==> config.mk <==
export PLATFORM = sky130hd
export DESIGN_NAME = dbc_breakpoint_unit
export DESIGN_NICKNAME = d
export VERILOG_FILES = /design/src/design/dbc_pkg.sv /design/src/design/dbc_breakpoint_unit.sv /design/src/design/dbc_pc_cmp.sv
export SDC_FILE = /design/constraint.sdc
export NUM_CORES = 1
export LEC_CHECK = 0
export BUFFER_PORTS_ARGS = -buffer_cell sky130_fd_sc_hd__buf_2
export CAP_MARGIN = 20
export CELL_PAD_IN_SITES_DETAIL_PLACEMENT = 2
export CELL_PAD_IN_SITES_GLOBAL_PLACEMENT = 2
export CORE_ASPECT_RATIO = 0.8
export CORE_MARGIN = 2
export CORE_UTILIZATION = 33
export DETAILED_ROUTE_END_ITERATION = 10
export PLACE_DENSITY = 0.81
export SETUP_SLACK_MARGIN = 0.5
export SLEW_MARGIN = 15
export SYNTH_ARGS = -nofsm -noshare
export SYNTH_HDL_FRONTEND = slang
export SYNTH_HIERARCHICAL = 1
export SYNTH_SLANG_ARGS = --single-unit
export TNS_END_PERCENT = 100
==> constraint.sdc <==
create_clock -name ref_clk -period 2.55 [get_ports ref_clk]
set_clock_uncertainty 0.2 [all_clocks]
set_input_delay 0.3825 -clock ref_clk [delete_from_list [all_inputs] [get_ports ref_clk]]
set_output_delay 0.3825 -clock ref_clk [all_outputs]
set_load 0.02 [all_outputs]
==> src/design/dbc_pkg.sv <==
// Purpose: shared constants for the debug breakpoint comparator unit
// Assumes: register select codes are carried on the debug write ports
// Notes: all breakpoint registers are write-only

package dbc_pkg;

  localparam int DBC_AW = 32;
  localparam int DBC_DW = 32;
  localparam int DBC_SELW = 5;
  localparam int DBC_NPC = 4;

  // register select codes on the debug write ports
  localparam logic [4:0] SEL_PC_MASKED = 5'h08;
  localparam logic [4:0] SEL_PC_MASK = 5'h09;
  localparam logic [4:0] SEL_ADDR_LOW = 5'h0c;
  localparam logic [4:0] SEL_ADDR_HIGH = 5'h0d;
  localparam logic [4:0] SEL_DATA_VALUE = 5'h0e;
  localparam logic [4:0] SEL_DATA_MASK = 5'h0f;
  localparam logic [4:0] SEL_PC_VALID1 = 5'h18;
  localparam logic [4:0] SEL_PC_VALID2 = 5'h19;
  localparam logic [4:0] SEL_PC_VALID3 = 5'h1a;

  // reset value of every breakpoint register
  localparam logic [31:0] REG_RESET = 32'h0000_0000;

  // field layout of the unmaskable instr_match_term registers
  localparam int PCV_VALID_BIT = 0;
  localparam logic [31:0] PCV_IGNORE = 32'h0000_0001;

  // address enable bit positions within addrMatchEnables
  localparam int AEN_LOW = 0;
  localparam int AEN_RANGE = 1;
  localparam int AEN_OUTSIDE = 2;

  // local bus access size encoding
  localparam logic [1:0] SIZE_LONG = 2'h0;
  localparam logic [1:0] SIZE_BYTE = 2'h1;
  localparam logic [1:0] SIZE_WORD = 2'h2;

  // lane masks: bytes selected by address bits 1 to 0, word halves by bit 1, all lanes for long
  localparam logic [31:0] LANE_B0 = 32'hff00_0000;
  localparam logic [31:0] LANE_B1 = 32'h00ff_0000;
  localparam logic [31:0] LANE_B2 = 32'h0000_ff00;
  localparam logic [31:0] LANE_B3 = 32'h0000_00ff;
  localparam logic [31:0] LANE_WHI = 32'hffff_0000;
  localparam logic [31:0] LANE_WLO = 32'h0000_ffff;
  localparam logic [31:0] LANE_ALL = 32'hffff_ffff;

  // two-level trigger sequencer, gray along the usual path
  typedef enum logic [1:0] {
    ST_ARMED = 2'h0,
    ST_FIRST = 2'h1,
    ST_SPENT = 2'h3
  } dbc_state_e;

endpackage

==> src/design/dbc_breakpoint_unit.sv <==
// Purpose: breakpoint comparators and trigger sequencer of a core
// Assumes: pc, local bus and trigger configuration share ref_clk
// Notes: trigger follows the match one cycle later; a one-cycle pulse in two-level mode

`timescale 1ns/100ps

// Overview of operation
// - first pc register compared bit by bit with pc, mask bits exclude.
// - mask applies only to first pc register; others compare whole address.
// - other pc registers hold address in 31..1, enable flag in bit 0.
// - mask bit 0 keeps address bit in compare, 1 ignores it.
// - low and high registers compared against every local bus address.
// - address match is equal-low, inside inclusive range, or outside range.
// - low and high registers hold full 32 bits; low gives single address.
// - data pattern compared bit by bit; mask 1 drops that bit.
// - byte accesses compare the lane chosen by address bits 1 to 0.
// - word uses lane by address bit 1; longword uses whole bus.
// - one-level trigger on pc, pc or address, or address alone.
// - two-level trigger waits for one condition, then fires on the other.
// - pc term is OR of masked first and three unmasked matches.
// - address term uses low, high, attribute; data only qualifies address.
// - registers written by supervisor debug write or debugger command.
// - pc invert bit selects match inside or outside the masked region.
// - three enables choose single, range or outside; none disables.
// - data invert bit flips the sense of the one masked data compare result.
// - pc enable bit turns the pc term on or off.
module dbc_breakpoint_unit
  import dbc_pkg::*;
(
  // clock and reset
  input wire logic ref_clk,
  input wire logic rst_n,
  // privileged debug write instruction from the core
  input wire logic privWrValid,
  input wire logic supervisorMode,
  input wire logic [DBC_SELW-1:0] privWrSel,
  input wire logic [DBC_DW-1:0] privWrData,
  // debugger register write command from the debug port
  input wire logic dbgWrValid,
  input wire logic [DBC_SELW-1:0] dbgWrSel,
  input wire logic [DBC_DW-1:0] dbgWrData,
  // trigger definition bits
  input wire logic pcMatchInvert,
  input wire logic pcMatchEnable,
  input wire logic [2:0] addrMatchEnables,
  input wire logic dataMatchInvert,
  input wire logic dataMatchEnable,
  input wire logic twoLevelEnable,
  input wire logic twoLevelPcFirst,
  input wire logic cfgWrite,
  // address attribute qualification
  input wire logic addrAttrMatch,
  // executing program counter
  input wire logic pcValid,
  input wire logic [DBC_AW-1:0] pcValue,
  // local bus transfer
  input wire logic busValid,
  input wire logic [DBC_AW-1:0] busAddr,
  input wire logic [1:0] busSize,
  input wire logic [DBC_DW-1:0] busData,
  // results
  output logic privWrRefused,
  output logic debugTrigger,
  output logic [1:0] trigStage
);

  ////////////////////////////////////////////////////////////////////////////
  // register write path

  logic [DBC_DW-1:0] pcAddrReg [DBC_NPC];
  logic [DBC_DW-1:0] pcMaskReg;
  logic [DBC_AW-1:0] addrLowReg;
  logic [DBC_AW-1:0] addrHighReg;
  logic [DBC_DW-1:0] dataValueReg;
  logic [DBC_DW-1:0] dataMaskReg;

  wire logic privWrOk;
  wire logic wrEn;
  wire logic [DBC_SELW-1:0] wrSel;
  wire logic [DBC_DW-1:0] wrData;

  // only supervisor mode or the debugger may write
  assign privWrOk = privWrValid & supervisorMode;
  assign privWrRefused = privWrValid & ~supervisorMode;
  assign wrEn = privWrOk | dbgWrValid;
  // debugger wins when both write in one cycle
  assign wrSel = dbgWrValid ? dbgWrSel : privWrSel;
  assign wrData = dbgWrValid ? dbgWrData : privWrData;

  wire logic wrPc0 = wrEn & (wrSel == SEL_PC_MASKED);
  wire logic wrPc1 = wrEn & (wrSel == SEL_PC_VALID1);
  wire logic wrPc2 = wrEn & (wrSel == SEL_PC_VALID2);
  wire logic wrPc3 = wrEn & (wrSel == SEL_PC_VALID3);
  wire logic wrPcMask = wrEn & (wrSel == SEL_PC_MASK);
  wire logic wrAddrLow = wrEn & (wrSel == SEL_ADDR_LOW);
  wire logic wrAddrHigh = wrEn & (wrSel == SEL_ADDR_HIGH);
  wire logic wrDataValue = wrEn & (wrSel == SEL_DATA_VALUE);
  wire logic wrDataMask = wrEn & (wrSel == SEL_DATA_MASK);

  always_ff @(posedge ref_clk or negedge rst_n) begin
    if (!rst_n) begin
      pcAddrReg[0] <= REG_RESET;
      pcAddrReg[1] <= REG_RESET;
      pcAddrReg[2] <= REG_RESET;
      pcAddrReg[3] <= REG_RESET;
    end else begin
      if (wrPc0) pcAddrReg[0] <= wrData;
      if (wrPc1) pcAddrReg[1] <= wrData;
      if (wrPc2) pcAddrReg[2] <= wrData;
      if (wrPc3) pcAddrReg[3] <= wrData;
    end
  end

  always_ff @(posedge ref_clk or negedge rst_n) begin
    if (!rst_n) begin
      pcMaskReg <= REG_RESET;
      addrLowReg <= REG_RESET;
      addrHighReg <= REG_RESET;
    end else begin
      if (wrPcMask) pcMaskReg <= wrData;
      if (wrAddrLow) addrLowReg <= wrData;
      if (wrAddrHigh) addrHighReg <= wrData;
    end
  end

  always_ff @(posedge ref_clk or negedge rst_n) begin
    if (!rst_n) begin
      dataValueReg <= REG_RESET;
      dataMaskReg <= REG_RESET;
    end else begin
      if (wrDataValue) dataValueReg <= wrData;
      if (wrDataMask) dataMaskReg <= wrData;
    end
  end

  ////////////////////////////////////////////////////////////////////////////
  // program counter comparators

  logic [DBC_NPC-1:0] pcHitVec;

  for (genvar i = 0; i < DBC_NPC; i++) begin : g_pc
    wire logic [DBC_AW-1:0] ignoreBits;
    wire logic cmpEnable;
    if (i == 0) begin : g_masked
      // masked register has no enable flag; bit 0 is left to software
      assign ignoreBits = pcMaskReg;
      assign cmpEnable = 1'b1;
    end else begin : g_valid
      // unmasked: whole address 31..1, gated by its enable flag
      assign ignoreBits = PCV_IGNORE;
      assign cmpEnable = pcAddrReg[i][PCV_VALID_BIT];
    end
    dbc_pc_cmp u_cmp (
      .pcValue(pcValue),
      .breakAddr(pcAddrReg[i]),
      .ignoreMask(ignoreBits),
      .enable(cmpEnable),
      .hit(pcHitVec[i])
    );
  end

  wire logic pcHit0 = pcHitVec[0] ^ pcMatchInvert;
  wire logic pcHitAny = pcHit0 | (|pcHitVec[DBC_NPC-1:1]);
  wire logic pcTerm = pcValid & pcMatchEnable & pcHitAny;

  ////////////////////////////////////////////////////////////////////////////
  // address comparators

  wire logic addrEqLow = (busAddr == addrLowReg);
  wire logic addrAboveLow = (busAddr >= addrLowReg);
  wire logic addrBelowHigh = (busAddr <= addrHighReg);
  wire logic addrInRange = addrAboveLow & addrBelowHigh;

  // all enables clear gives no address match
  wire logic addrSel =
    (addrMatchEnables[AEN_LOW] & addrEqLow) |
    (addrMatchEnables[AEN_RANGE] & addrInRange) |
    (addrMatchEnables[AEN_OUTSIDE] & ~addrInRange);
  // every local bus transfer is checked
  wire logic addrHit = busValid & addrAttrMatch & addrSel;

  ////////////////////////////////////////////////////////////////////////////
  // data comparator

  logic [DBC_DW-1:0] laneMask;

  always_comb begin
    case (busSize)
      SIZE_BYTE: begin
        case (busAddr[1:0])
          2'h0: laneMask = LANE_B0;
          2'h1: laneMask = LANE_B1;
          2'h2: laneMask = LANE_B2;
          default: laneMask = LANE_B3;
        endcase
      end
      SIZE_WORD: begin
        laneMask = busAddr[1] ? LANE_WLO : LANE_WHI;
      end
      default: begin
        laneMask = LANE_ALL;
      end
    endcase
  end

  wire logic [DBC_DW-1:0] dataDiff =
    (busData ^ dataValueReg) & ~dataMaskReg & laneMask;
  wire logic dataHit = (dataDiff == '0) ^ dataMatchInvert;
  wire logic dataQual = ~dataMatchEnable | dataHit;
  // data never stands alone, only narrows the address term
  wire logic addrTerm = addrHit & dataQual;

  ////////////////////////////////////////////////////////////////////////////
  // trigger sequencer

  dbc_state_e state_reg;
  dbc_state_e state_next;
  logic trigger_reg;
  logic trigger_next;

  wire logic oneLevelFire = pcTerm | addrTerm;
  wire logic firstCond = twoLevelPcFirst ? pcTerm : addrTerm;
  wire logic secondCond = twoLevelPcFirst ? addrTerm : pcTerm;

  always_comb begin
    state_next = state_reg;
    trigger_next = 1'b0;
    if (cfgWrite) begin
      state_next = ST_ARMED;
    end else if (!twoLevelEnable) begin
      state_next = ST_ARMED;
      trigger_next = oneLevelFire;
    end else begin
      case (state_reg)
        ST_ARMED: begin
          if (firstCond) state_next = ST_FIRST;
        end
        ST_FIRST: begin
          if (secondCond) begin
            state_next = ST_SPENT;
            trigger_next = 1'b1;
          end
        end
        ST_SPENT: begin
          state_next = ST_SPENT;
        end
        default: begin
          state_next = ST_ARMED;
        end
      endcase
    end
  end

  always_ff @(posedge ref_clk or negedge rst_n) begin
    if (!rst_n) begin
      state_reg <= ST_ARMED;
      trigger_reg <= 1'b0;
    end else begin
      state_reg <= state_next;
      trigger_reg <= trigger_next;
    end
  end

  assign debugTrigger = trigger_reg;
  assign trigStage = state_reg;

endmodule

==> src/design/dbc_pc_cmp.sv <==
// Purpose: one program counter breakpoint comparator
// Assumes: pc and breakpoint address are on the core clock
// Notes: purely combinational

`timescale 1ns/100ps

module dbc_pc_cmp
  import dbc_pkg::*;
(
  // compare operands
  input wire logic [DBC_AW-1:0] pcValue,
  input wire logic [DBC_AW-1:0] breakAddr,
  input wire logic [DBC_AW-1:0] ignoreMask,
  // qualification
  input wire logic enable,
  // result
  output logic hit
);

  logic [DBC_AW-1:0] diffBits;

  // a set ignore bit drops that address bit from the compare
  assign diffBits = (pcValue ^ breakAddr) & ~ignoreMask;
  assign hit = enable & (diffBits == '0);

endmodule

==> results by group, run 1 <==
Power
  • Clock Power Share: 0.299
  • Maximum VDD drop: between 0.0003 and 0.0004 V
  • Flop pwr share: 0.419
  • Switch share: 0.3324
  • Psw: approximately 5.5 mW
  • Leakage: approximately 8.4 nW
  • Comb power frac: 0.283
  • Internal power: between 10 and 15 mW
  • Pwr/cell area: 889.9 nW/um^2

Job
  • Max-Cap Viols: 0

Worst setup path
  • CP endpoint kind: flip-flop
  • CP max stage delay: about 0.39 ns
  • WS Path Type: flip-flop to flip-flop
  • WP data required: ~2.8 ns
  • CP cell instances: inv_2 -> ha_4 -> a21oi_2 -> o21ai_1 -> a221o_1 -> a2111oi_4 -> buf_4 -> a21bo_1 -> a32o_2 -> o21ai_2 -> a221oi_2
  • Worst Path Buf+Inv: 2
  • R2R cell count: 11
  • CP top delay family: compound AO/OA/AOI/OAI gates
  • Critical Path Stages: 11
  • CP max FO: 3
  • Crit path DAT: roughly 2.9 ns
  • Startpoint Class: flip-flop
  • CP max stage cell: dfrtp_1

Floorplanning
  • Initial Util: 0.3362
  • Floorplan Core Area: approximately 43000 um^2
  • Number of top-level pins: 194
  • Core Rows: 68
  • Die area: 45920 um^2
  • Die X: ~240 um
  • Die Y: a little under 200 um

Final layout
  • Area Overhead vs Synth: 27.64%
  • Multi-input gate area: around 7400 um^2
  • Share of cells above drive strength 1: 0.1998
  • Number of fillers in the final layout: 4720
  • Nets@finish: approximately 2200
  • Design area: around 19000 um^2
  • Final core occ: 0.4292
  • Register Area: roughly 7300 um^2

Synthesis
  • Leading area contributor after synthesis: dfrtp_1
  • Post-synth cell types: 51
  • Post-synth EDFFs: 0
  • Synthesis-stage register bit count: between 200 and 300
  • Synth area leaders: dfrtp_1, xnor2_1, o21ai_0, ha_1, a21oi_1
  • Mapped Cells: between 1500 and 2000
  • Mean Syn Cell Area: around 9.4 um^2
  • Post-synthesis sequential area ratio: 0.4991
  • Prevailing post-synth register cell: dfrtp_1
  • Asr flop ratio synth: 1.000
  • Synthesis Warnings: 6
  • Syn Std Cell Area: around 15000 um^2
  • Top cell type's share of synthesized area: 0.4991

Routing
  • Wire per inst: roughly 22 um
  • TritonRoute pass-1 iters: 4
  • Number of DRC markers in iteration 0: 489
  • # DRC: 0
  • Routed WL: 53910 um
  • Vias: roughly 13000
  • Final ANT Viol Nets: 0
  • Vias per cell: ~5.1

STA
  • RSZ-0062 raised after global routing: true
  • Slew HR: 0.6310
  • Worst-Margin Slew: between 0.5 and 0.6 ns
  • Setup violations, final: 3
  • Fin. Hold Viols: 0
  • Ratio of final minimum period to clock period: 1.064
  • Min Clock Period, post-route: 2.714 ns
  • Setup WS post-layout: -0.1640 ns
  • Max frequency: about 0.37 GHz
  • Final Slew Violations: 0

Placed design
  • Gpl congestion: between 0.8 and 0.9
  • Port Buf Inserts: approximately 190
  • Post-DP HPWL: approximately 39000 um
  • Placed inst area: about 17000 um^2

Hold path
  • Hold WC Path Type: primary input to flip-flop
  • Hold Path Cell Cnt: 4

Global routing
  • Number of global-route vias before repair: about 14000
  • Global-route wire length before repair: 82940 um
  • GRT overflow: 0
  • Initial antenna violation count: 10
  • GRT Total Usage: 0.2357
  • Largest net degree at the start of global routing: 77

CTS
  • CTS clock-pin slew for the worst setup and hold paths: about 0.060 ns
  • Clock buffer depth: 3
  • Later-pin clock latency in the skew report: 0.52 ns
  • CTS Buf Count: 34
  • CTS tree: yes
  • Root buffer cell: clkbuf_16
  • H-tree Lvls: 2
  • Clock sinks: a little under 300

Run status
  • Violated checks: negative setup slack
  • Outcome: finished, violations left
layout by cell type (no fill, tap or decap), drive strengths merged, types with 6 or more instances in the layout:
cell type	count
clkinv	7
o21ai	176
nor2	169
conb	97
ha	66
nor4	6
mux2i	33
nand2	187
o22ai	73
diode	6
a21oi	161
xnor2	161
dfrtp	291
clkbuf	50
nand3	13
nand4	14
inv	73
buf	280
nor3	9
routing by layer:
layer / wire, um / part of all wire / vias to the layer above / track usage
li1: - / - / 5930 / -
met1: 24540 / 0.46 / 6570 / 0.3094
met2: 26570 / 0.49 / 209 / 0.4192
met3: 1788 / 0.033 / 57 / 0.02932
met4: 972 / 0.018 / 6 / 0.04519
met5: 41 / 0.00076 / - / 0
worst reg2reg max path: cells and delay by family, from the launching register on:
| family | cells | cell delay [ns] |
|---|---|---|
| flip-flops | 1 | 0.39 |
| adder cells (fa/ha/maj) | 1 | 0.21 |
| buffers and inverters | 2 | 0.25 |
| AO/OA/AOI/OAI | 8 | 1.58 |
path summary, 6_finish.rpt:
path / start / endpoint / slack, ns
min reg2reg: addrHighReg[23] / addrHighReg[23] / 0.28
min in group asynchronous: rst_n / debugTrigger / 0.12
max reg2reg: addrHighReg[19] / debugTrigger / -0.16
max: addrHighReg[19] / debugTrigger / -0.16
min: addrAttrMatch / debugTrigger / 0.11
max in group asynchronous: rst_n / pcAddrReg[110] / 1.27
state kept, by name, indices dropped and copies added (netlist names):
signal           count
addrLowReg          32
addrHighReg         32
g_pc.ignoreBits     32
dataMaskReg         32
dataValueReg        32
debugTrigger         1
pcAddrReg          125
g_pc.cmpEnable       3
trigStage            2
cell type report:
cell class | instances | share of cell area
multi-input cells | 1218 | 0.3974
diodes | 6 | 0.0008063
flip-flops and latches | 291 | 0.3911
inverters | 72 | 0.01451
well taps | 560 | 0.03763
clock buffers | 49 | 0.05201
clock inverters | 12 | 0.007593
repair buffers | 285 | 0.09904
cells by family after synthesis:
group / after synthesis / share of synthesized area
simple gates: 411 / 0.1161
xor+xnor: 161 / 0.09666
other cells: 2 / 0.0005148
fa+ha+maj: 66 / 0.05660
flops: 291 / 0.4991
mux: 35 / 0.02419
compound gates: 448 / 0.1709
buf+inv: 132 / 0.03585
Yosys cell counts, types with 2 or more instances:
cell type  count
o41ai_1        2
or3_1          4
clkbuf_1      35
xnor2_1      161
nand3_1       13
o21ai_0      172
a221o_1        2
a21boi_1       2
nor3b_1        2
o31a_1         2
nor2_2         2
nor3_1         5
nor4_1         5
a21boi_0       2
buf_2         22
o2111ai_1      4
buf_1          3
a21oi_2        2
nor3_2         4
conb_1         2
a21o_1         4
o211ai_1       4
mux2i_1       33
nand4_1       14
a21oi_1      159
nand2_1      187
dfrtp_1      291
ha_1          66
inv_1         72
and4_1         3
o21ai_1        3
o22ai_1       73
o22a_1         4
mux2_2         2
nor2_1       167
nor2b_1        3
power by group through the flow:
stage	Clock (mW)	Combinational [mW]	Sequential [mW]
3_5_place_dp	0	4.46	6.99
3_3_place_gp	0	4.07	6.85
2_1_floorplan	0	2.93	6.72
5_1_grt	5.24	5.28	7.11
4_1_cts	5.06	4.66	6.94
6_report	4.95	4.69	6.94
what timing repair did:
item / CTS / global route
setup endpoints to repair: 4 / 26
buffers inserted: 5 / 2
hold buffers: 4 / 0
gates resized for setup: 19 / 12
pin swaps: 4 / 3
hold endpoints to repair: 294 / 0
cloned: 0 / 1
per-stage QoR:
stage               worst slack (ns)  total power [mW]  std cells  TNS, ns  hold slack, ns
finish                       -0.1640             16.57       2493  -0.4879          0.1120
floorplan                     0.1734             9.641       1641        0         -0.1131
global route                 -0.3026             17.63       2488  -0.8672         0.09261
CTS                          -0.1185             16.67       2484  -0.2161         0.08064
global placement             -0.2636             10.92       2414  -0.6862         0.06053
detailed placement           -0.3517             11.45       2414  -0.9501         0.05400
(Power assumes the default switching activity.)
==> inputs of run 2 (changes only) <==
--- a/config.mk
+++ b/config.mk
@@ -7,7 +7,7 @@
 export LEC_CHECK = 0
 export BUFFER_PORTS_ARGS = -buffer_cell sky130_fd_sc_hd__buf_2
 export CAP_MARGIN = 20
-export CELL_PAD_IN_SITES_DETAIL_PLACEMENT = 2
+export CELL_PAD_IN_SITES_DETAIL_PLACEMENT = 1
 export CELL_PAD_IN_SITES_GLOBAL_PLACEMENT = 2
 export CORE_ASPECT_RATIO = 0.8
 export CORE_MARGIN = 2
==> results by group, run 2 (synthesis gave the netlist of run 1 again) <==
Run status
  • Outcome: finished, violations left
  • Violated checks: negative setup slack

Worst setup path
  • Reg2Reg Setup Slack: -0.11 ns
  • CP endpoint kind: flip-flop
  • WS Path Type: flip-flop to flip-flop
  • R2R cell count: 11
  • CP max FO: 3
  • CP max stage cell: a221o_1
  • Startpoint Class: flip-flop
  • CP top delay family: compound AO/OA/AOI/OAI gates
  • Reg2Reg Capture Point: debugTrigger
  • Worst reg2reg startpoint: addrHighReg[20]
  • CP max stage delay: 0.38 ns
  • WP data required: 2.77 ns
  • Critical path's most frequent cell: inv_1
  • Crit path DAT: between 2 and 3 ns
  • Worst Path Buf+Inv: 3
  • CP cell instances: inv_1 -> ha_1 -> nand4_1 -> inv_1 -> a221o_1 -> a2111oi_4 -> buf_4 -> a21bo_1 -> a32o_2 -> o21ai_2 -> a221oi_2

Final layout
  • Share of cells above drive strength 1: 0.1968
  • Final core occ: 0.4270
  • Most common cell after layout, fill and taps aside: dfrtp_1
  • Number of flip-flops in the largest register: around 130
  • Register Area: between 7000 and 8000 um^2
  • Multi-input gate area: approximately 7300 um^2
  • Largest Register: pcAddrReg
  • Number of fillers in the final layout: about 5000
  • Design area: ~19000 um^2
  • Most frequent cells in the layout: dfrtp_1, buf_2, nand2_1, o21ai_0, nor2_1
  • Area Overhead vs Synth: 27.01%
  • Nets@finish: 2155

Power
  • Clock Power Share: 0.307
  • Internal power: ~11 mW
  • Comb power frac: 0.270
  • Pwr/cell area: between 800 and 900 nW/um^2
  • Psw: slightly above 5 mW
  • Flop pwr share: 0.423
  • Switch share: 0.3191
  • Leakage: ~8.4 nW
  • Maximum VDD drop: roughly 0.00037 V

CTS
  • CTS tree: yes
  • Root buffer cell: clkbuf_16
  • H-tree Lvls: 2
  • Later-pin clock latency in the skew report: between 0.5 and 0.6 ns
  • CTS clock-pin slew for the worst setup and hold paths: roughly 0.060 ns
  • CTS Buf Count: 34
  • Clock sinks: between 200 and 300
  • Clock buffer depth: 3

Global routing
  • Largest net degree at the start of global routing: a little under 80
  • Number of global-route vias before repair: ~13000
  • Global-route wire length before repair: roughly 72000 um
  • GRT overflow: 0
  • GRT Total Usage: 0.2055
  • Initial antenna violation count: 8

STA
  • Ratio of final minimum period to clock period: 1.042
  • Final TNS setup: -0.1856 ns
  • RSZ-0062 raised after global routing: true
  • Max frequency: between 0.3 and 0.4 GHz
  • Min Clock Period, post-route: 2.657 ns
  • Fin. Hold Viols: 0
  • Final hold slack: just over 0.09 ns
  • Setup violations, final: 3
  • Setup WS post-layout: -0.1066 ns
  • Final Slew Violations: 0

Placed design
  • Port Buf Inserts: 193
  • Placed inst area: 17190 um^2
  • Gpl congestion: just over 0.8
  • Post-DP HPWL: 34360 um

Job
  • Max-Cap Viols: 0

Floorplanning
  • Die X: 239.1 um
  • Initial Util: 0.3362
  • Die area: between 40000 and 50000 um^2
  • Floorplan Core Area: 43390 um^2
  • Number of top-level pins: 194
  • Die Y: between 150 and 200 um
  • Core Rows: 68

Hold path
  • Hold endpoint: debugTrigger
  • Hold WC Path Type: primary input to flip-flop
  • Hold Path Cell Cnt: 4
  • Beginning of the worst hold path: addrAttrMatch

Routing
  • Vias: 12070
  • TritonRoute pass-1 iters: 4
  • Final ANT Viol Nets: 0
  • Number of DRC markers in iteration 0: 498
  • # DRC: 0
  • Vias per cell: 4.861
  • Wire per inst: 18.55 um
  • Routed WL: ~46000 um
==> run 2: cell type report <==
class                           instances  area share
Antenna cell                            2   0.0002701
Multi-Input combinational cell       1218      0.3961
Sequential cell                       291      0.3930
Clock buffer                           47     0.05470
Inverter                               72     0.01459
Clock inverter                         11    0.006145
Timing Repair Buffer                  282     0.09737
Tap cell                              560     0.03781
==> run 2: power by group through the flow <==
stage / sequential [mW] / combinational, mW / clock [mW]
floorplan: 6.72 / 2.93 / 0
global placement: 6.85 / 4.07 / 0
detailed placement: 6.94 / 4.29 / 0
CTS: 6.87 / 4.42 / 5.12
global route: 7.05 / 5.02 / 5.30
finish: 6.86 / 4.38 / 4.99
==> run 2: worst register-to-register path: cells and delay by family, from the launching register on <==
| family | cells | cell delay (ns) |
|---|---|---|
| compound gates | 6 | 1.34 |
| flops | 1 | 0.34 |
| buf+inv | 3 | 0.27 |
| fa+ha+maj | 1 | 0.27 |
| simple gates | 1 | 0.14 |
==> run 2: routing by layer <==
metal | global-route usage | wire (um)
met3 | 0.03262 | 2076
met1 | 0.2880 | 22170
met2 | 0.3327 | 20830
met5 | 0 | 54
met4 | 0.05000 | 926
==> run 2: per-stage QoR <==
step,total power [mW],cells,setup WS [ns]
after floorplan,9.641,1641,0.1734
after global placement,10.92,2414,-0.2636
after detailed placement,11.23,2414,-0.3457
after CTS,16.41,2480,-0.1033
after global routing,17.37,2482,-0.2166
final,16.23,2483,-0.1066
==> run 2: worst max-delay path by stage <==
stage / start / cells past startpoint / to
after global placement: busAddr[17] / 11 / debugTrigger
after detailed placement: busAddr[22] / 11 / debugTrigger
final: addrHighReg[20] / 11 / debugTrigger
after CTS: addrHighReg[20] / 11 / debugTrigger
after global routing: addrHighReg[20] / 11 / debugTrigger
after floorplan: addrLowReg[17] / 10 / trigStage[0]
==> run 2: what timing repair did <==
item	CTS	global route
pin swaps	5	3
resized for setup	17	8
endpoints found under the hold margin	294	0
hold buffers	4	0
setup endpoints to repair	3	10
setup buffers	4	1
==> inputs of run 3 (changes only) <==
--- a/config.mk
+++ b/config.mk
@@ -9,7 +9,6 @@
 export CAP_MARGIN = 20
 export CELL_PAD_IN_SITES_DETAIL_PLACEMENT = 1
 export CELL_PAD_IN_SITES_GLOBAL_PLACEMENT = 2
-export CORE_ASPECT_RATIO = 0.8
 export CORE_MARGIN = 2
 export CORE_UTILIZATION = 33
 export DETAILED_ROUTE_END_ITERATION = 10
==> results by group, run 3 (synthesis gave the netlist of run 1 again) <==
Final layout
  • Largest Register: pcAddrReg
  • Design area: between 15000 and 20000 um^2
  • Most common cell after layout, fill and taps aside: dfrtp_1
  • Number of flip-flops in the largest register: 125
  • Most frequent cells in the layout: dfrtp_1, buf_2, nand2_1, o21ai_0, nor2_1
  • Area Overhead vs Synth: 28.16%
  • Share of cells above drive strength 1: 0.1977
  • Non-Filler Instances: roughly 2500
  • Nets@finish: between 2000 and 2500

Worst setup path
  • Crit path DAT: 2.88 ns
  • WP data required: between 2 and 3 ns
  • CP max FO: 3
  • Startpoint Class: flip-flop
  • WS Path Type: flip-flop to flip-flop
  • Worst reg2reg startpoint: addrHighReg[11]
  • Crit path launch: addrHighReg[11]
  • CP endpoint kind: flip-flop

STA
  • Max frequency: 0.3745 GHz
  • RSZ-0062 raised after global routing: true
  • Setup WS post-layout: -0.1202 ns
  • Min Clock Period, post-route: about 2.7 ns
  • Ratio of final minimum period to clock period: 1.047
  • Final hold slack: between 0.09 and 0.1 ns
  • Fin. Hold Viols: 0
  • Setup violations, final: 3
  • Final Slew Violations: 0
  • Final TNS setup: -0.2961 ns

Run status
  • Violated checks: negative setup slack
  • Outcome: finished, violations left

CTS
  • Root buffer cell: clkbuf_16
  • CTS clock-pin slew for the worst setup and hold paths: about 0.060 ns
  • Later-pin clock latency in the skew report: between 0.5 and 0.6 ns
  • CTS Buf Count: 36
  • Clock buffer depth: 3
  • H-tree Lvls: 2
  • Clock sinks: around 290
  • CTS tree: yes

Placed design
  • Gpl congestion: ~0.85
  • Pre-CTS setup slack: -0.3119 ns
  • Port Buf Inserts: between 150 and 200
  • Inst Count DP: 2448
  • Placed inst area: 17260 um^2
  • Post-DP HPWL: about 35000 um

Routing
  • Vias: 12175
  • Final ANT Viol Nets: 0
  • # DRC: 0
  • Number of DRC markers in iteration 0: between 300 and 400
  • Vias per cell: approximately 4.8
  • Routed WL: around 48000 um
  • Wire per inst: about 19 um
  • TritonRoute pass-1 iters: 4

Global routing
  • Largest net degree at the start of global routing: 66
  • GRT Total Usage: 0.2056
  • Initial antenna violation count: 7
  • Number of global-route vias before repair: 13223
  • Global-route wire length before repair: around 74000 um
  • GRT overflow: 0

Job
  • Max-Cap Viols: 0

Floorplanning
  • Initial Util: 0.3321
  • Floorplan Core Area: ~44000 um^2
  • Die area: between 40000 and 50000 um^2
  • Die Y: 214.3 um
  • Number of top-level pins: between 150 and 200
  • Core Rows: 77
  • Die X: approximately 210 um

Power
  • Pwr/cell area: 875.0 nW/um^2
  • Leakage: ~8.5 nW
  • Maximum VDD drop: around 0.00048 V

Hold path
  • Beginning of the worst hold path: addrAttrMatch
  • Hold WC Path Type: primary input to flip-flop
## run 3: area by class of cell
class	instances	area, um^2
fillers	5136	25240
repair buffers	287	1883
well taps	592	740.7
clock inverters	9	80.08
multi-input cells	1218	7357
diodes	4	10.01
clock buffers	55	1074
flip-flops and latches	291	7282
inverters	72	270.3
## run 3: per-stage QoR
step | power, mW | util
4_1_cts | 16.51 | 0.4227
6_report | 16.36 | 0.4256
3_3_place_gp | 11.00 | 0.3929
3_5_place_dp | 11.31 | 0.3929
2_1_floorplan | 9.641 | -
5_1_grt | 17.49 | 0.4255
## run 3: metal layers
layer	up-vias	GRT usage	share of wire	wire length [um]
li1	5935	-	-	-
met1	5960	0.2772	0.46	22040
met4	6	0.05579	0.023	1076
met5	-	0	0.00059	28
met2	208	0.3440	0.48	22650
met3	66	0.03234	0.036	1721
## run 3: what timing repair did
item / in CTS / in global routing
endpoints found under the hold margin: 100 / 0
buffers inserted: 1 / 5
resized for setup: 13 / 12
pin swaps: 7 / 11
gates cloned: 0 / 2
hold buffers: 4 / 0
endpoints found under the setup margin: 3 / 5
## run 3: power by group
| part | internal (mW) | switching (mW) | leakage (nW) |
|---|---|---|---|
| clock | 3.01 | 2.01 | 0.568 |
| sequential | 5.98 | 0.901 | 3.62 |
| combinational | 2.10 | 2.36 | 4.30 |
| total | 11.1 | 5.27 | 8.50 |
## run 3: worst paths after layout
check | to | cells after the start | slack (ns)
worst max-delay path | trigStage[0] | 10 | -0.12
worst min-delay path | debugTrigger | 4 | 0.09
worst max register to register | trigStage[0] | 10 | -0.12
worst min register to register | addrLowReg[10] | 2 | 0.28
max in group asynchronous | dataValueReg[9] | 3 | 1.19
min in group asynchronous | addrLowReg[5] | 2 | 0.16
## run 3: worst max-delay path, cell delays in order, from the launching register on
cell and delay (ns):
dfrtp_1 0.35, inv_1 0.05, ha_1 0.29, nand4_1 0.18
nor4_4 0.38, a21boi_2 0.22, o311ai_1 0.10, a21bo_1 0.23
a32o_2 0.29, o211ai_1 0.18, a21oi_1 0.09
